File: src/hw/sch_pkg.sv
// Package with command codes, response codes, field positions and reset values.
package sch_pkg;
  // ---------------------------------------------------------------
  // Command identifiers seen on the command port.
  // ---------------------------------------------------------------
  localparam logic [7:0] CMD_TOGGLE = 8'h01;
  localparam logic [7:0] CMD_UART_A = 8'h02;
  localparam logic [7:0] CMD_UART_B = 8'h03;
  localparam logic [7:0] CMD_SPI = 8'h04;
  localparam logic [7:0] CMD_RESTORE = 8'h05;
  localparam logic [7:0] CMD_MCAST = 8'h06;
  // ---------------------------------------------------------------
  // Response codes.
  // ---------------------------------------------------------------
  localparam logic [7:0] RSP_OK = 8'h00;
  localparam logic [7:0] RSP_SHORT = 8'h01;
  localparam logic [7:0] RSP_LONG = 8'h02;
  localparam logic [7:0] RSP_RESET = 8'h03;
  localparam logic [7:0] RSP_NOMEM = 8'h05;
  localparam logic [7:0] RSP_BADKEY = 8'h07;
  localparam logic [7:0] RSP_NOT_GPIO = 8'h08;
  localparam logic [7:0] RSP_IN_USE = 8'h09;
  localparam logic [7:0] RSP_GRP_MAX = 8'h0A;
  localparam logic [7:0] RSP_GRP_FLD = 8'h0B;
  localparam logic [7:0] RSP_NOT_OUT = 8'h16;
  // ---------------------------------------------------------------
  // Configuration byte fields.
  // ---------------------------------------------------------------
  localparam int EN_POS = 0;
  localparam int PAR_LO = 1;
  localparam int STOP_POS = 3;
  localparam int FLOW_POS = 4;
  localparam int CPOL_POS = 1;
  localparam int CPHA_POS = 2;
  localparam logic [1:0] PAR_NONE = 2'h0;
  localparam logic [1:0] PAR_EVEN = 2'h2;
  localparam logic [1:0] PAR_ODD = 2'h3;
  // ---------------------------------------------------------------
  // Lengths, limits and reset values.
  // ---------------------------------------------------------------
  localparam logic [31:0] RESTORE_KEY = 32'hF85A23E1;
  localparam logic [3:0] LEN_TOGGLE = 4'h1;
  localparam logic [3:0] LEN_UART = 4'h4;
  localparam logic [3:0] LEN_SPI = 4'h2;
  localparam logic [3:0] LEN_RESTORE = 4'h4;
  localparam logic [3:0] LEN_MCAST = 4'h3;
  localparam logic [3:0] LEN_CFG_ONLY = 4'h1;
  localparam int NPIN = 32;
  localparam logic [15:0] GRP_MAX = 16'h0400;
  localparam logic [7:0] GRP_FLD_MAX = 8'h07;
  localparam logic [7:0] RST_UART_CFG = 8'h00;
  localparam logic [23:0] RST_BAUD = 24'h002580;
  localparam logic [15:0] RST_GRP_CNT = 16'h0000;
  localparam logic [7:0] RST_GRP_FLD = 8'h01;
  localparam int ARG_MAX = 8;
  // Reset pulse length after a factory restore, in cycles.
  localparam logic [3:0] RESTORE_RST_CYC = 4'h8;
endpackage

File: src/hw/sch_cmd_handler.sv
// Command handler for pin toggle, port, multicast and factory-restore commands.
`timescale 1ns/1ps
`default_nettype none
// Notes on behaviour
// - Toggle command inverts named output pin.
// - Toggle needs GPIO output; else 8/22.
// - Success code only sent when acks enabled.
// - Too few args code 1; too many 2.
// - UART: config byte, then 3-byte baud LSB-first.
// - UART disabled: baud bytes may be omitted.
// - Enable bit zero disables, one enables.
// - Parity field: 0 none, 2 even, 3 odd.
// - Stop bit: 0 one, 1 two.
// - Flow bit: 0 off, 1 on.
// - UART pin busy: code 9 plus pin.
// - SPI: config byte then pending pin.
// - CPOL sets idle clock level.
// - CPHA picks first or second edge.
// - Restore needs key, else code 7.
// - Valid restore: defaults, reset, no ack.
// - After restore: report 3, then net-up.
// - Multicast: 2-byte count, 1-byte field count.
// - Groups numbered from 1; a group count of 0 is accepted.
// - One byte per 8 groups; else code 5.
// - Too many groups 10; bad fields 11.
module sch_cmd_handler
  import sch_pkg::*;
(
  input wire logic clk,
  input wire logic sys_rst,
  input wire logic cmd_start,
  input wire logic [7:0] cmd_id,
  input wire logic arg_vld,
  input wire logic [7:0] arg_byte,
  input wire logic cmd_end,
  input wire logic ack_en,
  input wire logic [NPIN-1:0] pin_is_gpio,
  input wire logic [NPIN-1:0] pin_is_out,
  input wire logic [NPIN-1:0] pin_busy,
  input wire logic [7:0] uart_a_pin,
  input wire logic [7:0] uart_b_pin,
  input wire logic [15:0] mem_free_bytes,
  input wire logic net_ready,
  output logic busy,
  output logic rsp_vld,
  output logic [7:0] rsp_code,
  output logic rsp_has_pin,
  output logic [7:0] rsp_pin,
  output logic net_up_msg,
  output logic soft_rst,
  output logic [NPIN-1:0] gpio_out,
  output logic [7:0] uart_a_cfg,
  output logic [23:0] uart_a_baud,
  output logic [7:0] uart_b_cfg,
  output logic [23:0] uart_b_baud,
  output logic [7:0] spi_cfg,
  output logic [7:0] spi_pend_pin,
  output logic [15:0] grp_count,
  output logic [7:0] grp_fields,
  output logic [15:0] grp_mem_bytes
);
  typedef enum logic [3:0] {
    ST_IDLE = 4'b0001,
    ST_COLLECT = 4'b0010,
    ST_RESET = 4'b0100,
    ST_WAIT_NET = 4'b1000
  } sch_st_t;

  typedef struct packed {
    sch_st_t st;
    logic [7:0] cmd;
    logic [3:0] rcnt;
    logic nomem_pend;
    logic busy;
    logic rsp_vld;
    logic [7:0] rsp_code;
    logic rsp_has_pin;
    logic [7:0] rsp_pin;
    logic net_up_msg;
    logic soft_rst;
    logic [NPIN-1:0] gpio;
    logic [7:0] ua_cfg;
    logic [23:0] ua_baud;
    logic [7:0] ub_cfg;
    logic [23:0] ub_baud;
    logic [7:0] spi_cfg;
    logic [7:0] spi_pin;
    logic [15:0] grp_cnt;
    logic [7:0] grp_fld;
    logic [15:0] grp_mem;
  } sch_state_t;

  sch_state_t st_ff;
  sch_state_t nxt_st;
  logic [63:0] args;
  logic [3:0] nargs;

  // ---------------------------------------------------------------
  // Argument collection.
  // ---------------------------------------------------------------
  sch_arg_buf u_args (
    .clk(clk),
    .clr(sys_rst | (cmd_start & (st_ff.st == ST_IDLE))),
    .byte_vld(arg_vld & (st_ff.st == ST_COLLECT)),
    .byte_in(arg_byte),
    .args(args),
    .count(nargs)
  );

  // groups from one, byte per eight.
  function automatic logic [15:0] grp_bytes(input logic [15:0] n);
    grp_bytes = 16'((17'(n) + 17'h7) >> 3);
  endfunction

  // Length check shared by all commands; 0 means length is fine.
  function automatic logic [7:0] len_chk(input logic [3:0] n, input logic [3:0] lo,
                                         input logic [3:0] hi);
    if (n < lo) begin
      len_chk = RSP_SHORT;
    end else if (n > hi) begin
      len_chk = RSP_LONG;
    end else begin
      len_chk = RSP_OK;
    end
  endfunction

  // ---------------------------------------------------------------
  // Command execution.
  // ---------------------------------------------------------------
  // Every decision is made at frame end, so one frame yields at most one answer.
  always_comb begin
    logic [7:0] code;
    logic [7:0] pin;
    logic has_pin;
    logic send;
    logic [3:0] lo;
    logic [3:0] hi;
    logic [7:0] cfg;
    logic [15:0] gc;
    code = RSP_OK;
    pin = 8'h00;
    has_pin = 1'b0;
    send = 1'b1;
    lo = LEN_CFG_ONLY;
    hi = LEN_CFG_ONLY;
    cfg = args[7:0];
    gc = args[15:0];
    nxt_st = st_ff;
    nxt_st.rsp_vld = 1'b0;
    nxt_st.net_up_msg = 1'b0;
    unique case (st_ff.st)
      ST_IDLE: begin
        nxt_st.busy = 1'b0;
        if (cmd_start) begin
          nxt_st.cmd = cmd_id;
          nxt_st.busy = 1'b1;
          nxt_st.st = ST_COLLECT;
        end
      end
      ST_COLLECT: begin
        if (cmd_end) begin
          nxt_st.st = ST_IDLE;
          nxt_st.busy = 1'b0;
          case (st_ff.cmd)
            CMD_TOGGLE: begin
              lo = LEN_TOGGLE;
              hi = LEN_TOGGLE;
            end
            CMD_UART_A, CMD_UART_B: begin
              lo = cfg[EN_POS] ? LEN_UART : LEN_CFG_ONLY;
              hi = LEN_UART;
            end
            CMD_SPI: begin
              lo = cfg[EN_POS] ? LEN_SPI : LEN_CFG_ONLY;
              hi = LEN_SPI;
            end
            CMD_RESTORE: begin
              lo = LEN_RESTORE;
              hi = LEN_RESTORE;
            end
            CMD_MCAST: begin
              lo = LEN_MCAST;
              hi = LEN_MCAST;
            end
            default: begin
              send = 1'b0;
            end
          endcase
          if (nargs == 4'h0) begin
            code = RSP_SHORT;
          end else begin
            code = len_chk(nargs, lo, hi);
          end
          if (send && code == RSP_OK) begin
            case (st_ff.cmd)
              CMD_TOGGLE: begin
                pin = args[7:0];
                has_pin = 1'b1;
                if (pin >= 8'(NPIN) || !pin_is_gpio[pin[4:0]]) begin
                  code = RSP_NOT_GPIO;
                end else if (!pin_is_out[pin[4:0]]) begin
                  code = RSP_NOT_OUT;
                end else begin
                  has_pin = 1'b0;
                  nxt_st.gpio[pin[4:0]] = ~st_ff.gpio[pin[4:0]];
                end
              end
              CMD_UART_A, CMD_UART_B: begin
                pin = (st_ff.cmd == CMD_UART_A) ? uart_a_pin : uart_b_pin;
                if (cfg[EN_POS] && pin < 8'(NPIN) && pin_busy[pin[4:0]]) begin
                  code = RSP_IN_USE;
                  has_pin = 1'b1;
                end else if (st_ff.cmd == CMD_UART_A) begin
                  nxt_st.ua_cfg = cfg;
                  if (nargs == LEN_UART) begin
                    nxt_st.ua_baud = args[31:8];
                  end
                end else begin
                  nxt_st.ub_cfg = cfg;
                  if (nargs == LEN_UART) begin
                    nxt_st.ub_baud = args[31:8];
                  end
                end
              end
              CMD_SPI: begin
                pin = args[15:8];
                nxt_st.spi_cfg = cfg;
                if (cfg[EN_POS]) begin
                  if (pin >= 8'(NPIN) || !pin_is_gpio[pin[4:0]]) begin
                    code = RSP_NOT_GPIO;
                    has_pin = 1'b1;
                    nxt_st.spi_cfg = st_ff.spi_cfg;
                  end else if (pin_busy[pin[4:0]]) begin
                    code = RSP_IN_USE;
                    has_pin = 1'b1;
                    nxt_st.spi_cfg = st_ff.spi_cfg;
                  end else begin
                    nxt_st.spi_pin = pin;
                  end
                end
              end
              CMD_RESTORE: begin
                if (args[31:0] != RESTORE_KEY) begin
                  code = RSP_BADKEY;
                end else begin
                  send = 1'b0;
                  nxt_st = '0;
                  nxt_st.st = ST_RESET;
                  nxt_st.busy = 1'b1;
                  nxt_st.soft_rst = 1'b1;
                  nxt_st.rcnt = RESTORE_RST_CYC;
                  nxt_st.ua_baud = RST_BAUD;
                  nxt_st.ub_baud = RST_BAUD;
                  nxt_st.grp_fld = RST_GRP_FLD;
                end
              end
              CMD_MCAST: begin
                if (gc > GRP_MAX) begin
                  code = RSP_GRP_MAX;
                end else if (args[23:16] == 8'h00 || args[23:16] > GRP_FLD_MAX) begin
                  code = RSP_GRP_FLD;
                end else if (grp_bytes(gc) > mem_free_bytes) begin
                  send = 1'b0;
                  nxt_st.st = ST_RESET;
                  nxt_st.busy = 1'b1;
                  nxt_st.soft_rst = 1'b1;
                  nxt_st.rcnt = RESTORE_RST_CYC;
                  nxt_st.nomem_pend = 1'b1;
                end else begin
                  nxt_st.grp_cnt = gc;
                  nxt_st.grp_fld = args[23:16];
                  nxt_st.grp_mem = grp_bytes(gc);
                end
              end
              default: begin
                send = 1'b0;
              end
            endcase
          end
          if (code == RSP_OK && !ack_en) begin
            send = 1'b0;
          end
          nxt_st.rsp_vld = send;
          nxt_st.rsp_code = code;
          nxt_st.rsp_has_pin = send & has_pin;
          nxt_st.rsp_pin = pin;
        end
      end
      ST_RESET: begin
        nxt_st.rcnt = st_ff.rcnt - 4'h1;
        if (st_ff.rcnt == 4'h1) begin
          nxt_st.soft_rst = 1'b0;
          nxt_st.rsp_vld = 1'b1;
          nxt_st.rsp_code = st_ff.nomem_pend ? RSP_NOMEM : RSP_RESET;
          nxt_st.rsp_has_pin = 1'b0;
          nxt_st.st = st_ff.nomem_pend ? ST_IDLE : ST_WAIT_NET;
          nxt_st.busy = ~st_ff.nomem_pend;
          nxt_st.nomem_pend = 1'b0;
        end
      end
      ST_WAIT_NET: begin
        if (net_ready) begin
          nxt_st.net_up_msg = 1'b1;
          nxt_st.busy = 1'b0;
          nxt_st.st = ST_IDLE;
        end
      end
    endcase
  end

  // Register the whole state; reset loads factory defaults.
  always_ff @(posedge clk) begin
    if (sys_rst) begin
      st_ff <= '0;
      st_ff.st <= ST_IDLE;
      st_ff.ua_cfg <= RST_UART_CFG;
      st_ff.ub_cfg <= RST_UART_CFG;
      st_ff.ua_baud <= RST_BAUD;
      st_ff.ub_baud <= RST_BAUD;
      st_ff.grp_cnt <= RST_GRP_CNT;
      st_ff.grp_fld <= RST_GRP_FLD;
    end else begin
      st_ff <= nxt_st;
    end
  end

  // ---------------------------------------------------------------
  // Outputs; config bytes carry raw.
  // ---------------------------------------------------------------
  assign busy = st_ff.busy;
  assign rsp_vld = st_ff.rsp_vld;
  assign rsp_code = st_ff.rsp_code;
  assign rsp_has_pin = st_ff.rsp_has_pin;
  assign rsp_pin = st_ff.rsp_pin;
  assign net_up_msg = st_ff.net_up_msg;
  assign soft_rst = st_ff.soft_rst;
  assign gpio_out = st_ff.gpio;
  assign uart_a_cfg = st_ff.ua_cfg;
  assign uart_a_baud = st_ff.ua_baud;
  assign uart_b_cfg = st_ff.ub_cfg;
  assign uart_b_baud = st_ff.ub_baud;
  assign spi_cfg = st_ff.spi_cfg;
  assign spi_pend_pin = st_ff.spi_pin;
  assign grp_count = st_ff.grp_cnt;
  assign grp_fields = st_ff.grp_fld;
  assign grp_mem_bytes = st_ff.grp_mem;
endmodule
`default_nettype wire

File: src/hw/sch_arg_buf.sv
// Argument byte collector for one command frame.
`timescale 1ns/1ps
`default_nettype none
module sch_arg_buf
  import sch_pkg::*;
(
  input wire logic clk,
  input wire logic clr,
  input wire logic byte_vld,
  input wire logic [7:0] byte_in,
  output logic [63:0] args,
  output logic [3:0] count
);
  typedef struct packed {
    logic [63:0] args;
    logic [3:0] count;
  } sch_ab_t;
  sch_ab_t st_ff;
  sch_ab_t nxt_st;

  // ---------------------------------------------------------------
  // Byte capture.
  // ---------------------------------------------------------------
  // Bytes past the eighth are only counted, so an overlong frame is still reported.
  always_comb begin
    nxt_st = st_ff;
    if (clr) begin
      nxt_st = '0;
    end else if (byte_vld) begin
      if (st_ff.count < 4'(ARG_MAX)) begin
        nxt_st.args[st_ff.count[2:0]*8 +: 8] = byte_in;
      end
      if (st_ff.count != 4'hF) begin
        nxt_st.count = st_ff.count + 4'h1;
      end
    end
  end

  // Clear acts as reset, driven by the handler on frame start.
  always_ff @(posedge clk) begin
    st_ff <= nxt_st;
  end

  assign args = st_ff.args;
  assign count = st_ff.count;
endmodule
`default_nettype wire

File: config.mk
export PLATFORM = sky130hd
export DESIGN_NAME = sch_cmd_handler
export DESIGN_NICKNAME = d
export VERILOG_FILES = /design/src/hw/sch_pkg.sv /design/src/hw/sch_cmd_handler.sv /design/src/hw/sch_arg_buf.sv
export SDC_FILE = /design/constraint.sdc
export NUM_CORES = 1
export LEC_CHECK = 0
export BUFFER_PORTS_ARGS = -buffer_cell sky130_fd_sc_hd__buf_4
export CAP_MARGIN = 30
export CORE_AREA = 2 2 209 170
export CTS_CLUSTER_SIZE = 40
export DETAILED_ROUTE_END_ITERATION = 10
export DIE_AREA = 0 0 211 172
export PLACE_DENSITY = 0.72
export SLEW_MARGIN = 20
export SYNTH_ARGS = -nofsm -noshare
export SYNTH_HDL_FRONTEND = slang
export SYNTH_SLANG_ARGS = --single-unit
File: constraint.sdc
create_clock -name clk -period 13.4 [get_ports clk]
set_clock_uncertainty 0.05 [all_clocks]
set_input_delay 1.34 -clock clk [delete_from_list [all_inputs] [get_ports clk]]
set_output_delay 1.34 -clock clk [all_outputs]
set_load 0.05 [all_outputs]
==> reports/metrics.yaml <==
setup_path:
  cp.required_ns: 13.78
  crit_path_max_fanout: 15
  timing.critical_path.from_type: "flip-flop"
  critPathKind: "reg2reg"
  worstPathArrival_ns: 5.48
  endpoint_type_of_the_worst_setup_path: "flip-flop"
global_route:
  global_route.overflow_total: 0
  grt_first_pass_wirelength_um: 68900
  grt_pass1_vias: 11400
  grtUsageTotal_pct: 24.4
  antenna_found_initial: 3
  grt_start_max_net_pins: 89
finish:
  finalNetCount: 1820
  layout.cells.most_common_list: "sky130_fd_sc_hd__buf_4, sky130_fd_sc_hd__dfxtp_1, sky130_fd_sc_hd__nor2_1"
  layout.cells.most_common: "sky130_fd_sc_hd__buf_4"
  fillers: 3329
  post-route-cell-area_sq_um: 15700
  flow.area_growth_from_synthesis_pct: 16.6
  post_route_cells_drive_above_1_share_pct: 27.8
pwr:
  p_leak_nw: 6.32
  peakVddDrop_mv: 0.0907
  pwr_dens_nw_per_um2: 94.1
drt:
  dr.max_layer_used: "met4"
  vias: 11900
  met3_length_um: 3820
  route.detailed.vias_per_inst: 5.68
  drtIter0Drc: 1023
  avgRoutedWirePerCell_um: 21.9
  route.layer.met1.wl_um: 20300
  drt_drc_violations_left: 0
  drt_pre_antenna_iters: 5
  finalWirelength_um: 46100
  dr_wl_met2_um: 20400
  antenna_left: 0
clock_tree:
  post_cts_resize_count: 0
  postCtsSetupRepairBufs: 0
  cts-root-to-sink-buffers: 3
  cts_made_buffers: 23
  clock_sinks: 221
  clock_tree_from_tritoncts: "built"
  clock_tree.root_cell: "sky130_fd_sc_hd__clkbuf_16"
  cts_htree_levels: 1
  cts.reportedPaths.clkPinSlew_ns: 0.07
  ctsHoldBuffers: 0
  clk_latency_worst_skew_pair_ns: 0.54
timing:
  finalCriticalPeriod_ns: 5.10
  timing.final.crit_share_pct: 38.1
  setup_tns_ns: 0
  relSlewSlack_pct: 34.9
  final-setup-viol-count: 0
  worst-slew-pin-transition_ns: 0.968
  setup_repair_after_global_routing_missed_its_margin: "no"
  slew_violations: 0
  max_freq_mhz: 196
  finalHoldViolations: 0
  final.setup.worst_slack_ns: 8.30
placed_design:
  pre_cts_ws_ns: 8.29
  routabilityCongestion: 0.904
  dpl_cell_area_sq_um: 14900
  total_half_perimeter_wirelength_after_legalization_and_detailed_placement_um: 34600
  io_buffer_count: 318
synthesis:
  synth.avg_cell_area_sq_um: 8.69
  synthTopCellsByArea: "sky130_fd_sc_hd__dfxtp_1, sky130_fd_sc_hd__buf_4, sky130_fd_sc_hd__mux2i_1"
  mappedNetlistArea_sq_um: 13500
  synthDominantCellAreaShare_pct: 32.9
  ys_async_sr_fraction_pct: 0
  synthDominantAreaCellType: "sky130_fd_sc_hd__dfxtp_1"
  seq_area_frac_synth_pct: 32.9
  postSynthCellCount: 1549
  synth_edf_count: 0
  post_synth_num_cell_types: 79
  yosys_warnings: 0
  yosys_register_bits: 221
  ys.flop_type: "sky130_fd_sc_hd__dfxtp_1"
floorplan:
  chipWidth_um: 211
  num_rows: 61
  io-pin-count: 324
  design.core.area_sq_um: 34300
  die-area_sq_um: 36300
  die_h_um: 172
  initial_core_util_pct: 39.3
run_status:
  status: "completed"
min_path:
  hold_path.class: "reg2reg"
flow_run:
  cap_violations: 0
-- critical path, stage by stage (launching register included) --
cell,delay [ns]
sky130_fd_sc_hd__dfxtp_1,0.45
sky130_fd_sc_hd__buf_4,0.34
sky130_fd_sc_hd__nor3_1,0.15
sky130_fd_sc_hd__nor2_1,0.38
sky130_fd_sc_hd__and3_1,0.34
sky130_fd_sc_hd__nand2_1,0.17
sky130_fd_sc_hd__nor3_1,0.36
sky130_fd_sc_hd__and3_1,0.27
sky130_fd_sc_hd__nand2_1,0.08
sky130_fd_sc_hd__xnor2_1,0.23
sky130_fd_sc_hd__ha_1,0.28
sky130_fd_sc_hd__nand4_1,0.08
sky130_fd_sc_hd__nor2_1,0.08
sky130_fd_sc_hd__a211oi_1,0.27
sky130_fd_sc_hd__inv_1,0.13
sky130_fd_sc_hd__a211o_1,0.30
sky130_fd_sc_hd__a211oi_1,0.70
sky130_fd_sc_hd__or2_2,0.27
sky130_fd_sc_hd__a211oi_1,0.06
-- per-stage QoR --
step                hold WS (ns)  util (%)  cells  power (mW)
finish                     0.402      45.8   2104        1.48
global route               0.429      45.8   2104        1.53
CTS                        0.403      45.7   2100        1.48
detailed placement         0.397      43.5   2060       0.835
global placement           0.391      43.4   2058       0.831
floorplan                  0.382         -   1553       0.767
-- path summary, 6_finish.rpt --
kind | from | endpoint | slack [ns] | depth (start not counted)
max | u_args.args[2] | st_ff[175] | 8.30 | 18
min | grp_count[2] | grp_count[2] | 0.40 | 2
max reg2reg | u_args.args[2] | st_ff[175] | 8.30 | 18
min reg2reg | grp_count[2] | grp_count[2] | 0.40 | 2
-- cell families after synthesis --
| logic type | count (synthesis) | share of synthesized area (%) |
|---|---|---|
| mux | 175 | 17.1 |
| buf+inv | 310 | 13.7 |
| flops | 221 | 32.9 |
| other cells | 1 | 0.0279 |
| compound gates | 297 | 14.1 |
| fa+ha+maj | 24 | 2.23 |
| xor+xnor | 20 | 1.30 |
| simple gates | 501 | 18.6 |
-- flip-flops by register name (all words and copies together) (netlist names), 14 cells and up --
| signal | count |
|---|---|
| gpio_out | 32 |
| grp_count | 16 |
| grp_mem_bytes | 14 |
| st_ff | 17 |
| u_args.args | 32 |
| uart_a_baud | 24 |
| uart_b_baud | 24 |
-- synth_stat cells (all sizes together) (12+ instances only) --
cell type and n:
a21oi 104, a31oi 12, nor2b 17, mux2i 128
nand2 112, mux4 44, o21ai 61, nor2 155
o22ai 33, inv 31, nand3 59, buf 191
ha 24, and2 35, xnor2 12, and3 22
clkbuf 87, dfxtp 221, nor3 23
-- layer usage --
layer,vias to the layer above,global-route usage (%)
met3,92,4.85
met1,5739,33.9
met2,582,37.4
met5,-,0
li1,5528,-
met4,0,9.74
-- area by class of cell --
class / instances / area [sq um] / area share [%]
Tap cell: 441 / 552 / 3.52
Sequential cell: 221 / 4430 / 28.2
Inverter: 32 / 120 / 0.765
Timing Repair Buffer: 345 / 2610 / 16.6
Clock inverter: 10 / 110 / 0.702
Clock buffer: 30 / 662 / 4.22
Multi-Input combinational cell: 1022 / 7210 / 45.9
Antenna cell: 3 / 7.51 / 0.0478
-- power by group --
group | internal, mW | switching [mW]
Sequential | 0.660 | 0.00609
Combinational | 0.0686 | 0.0881
Clock | 0.372 | 0.283
Power figures use the tool's default switching activity.
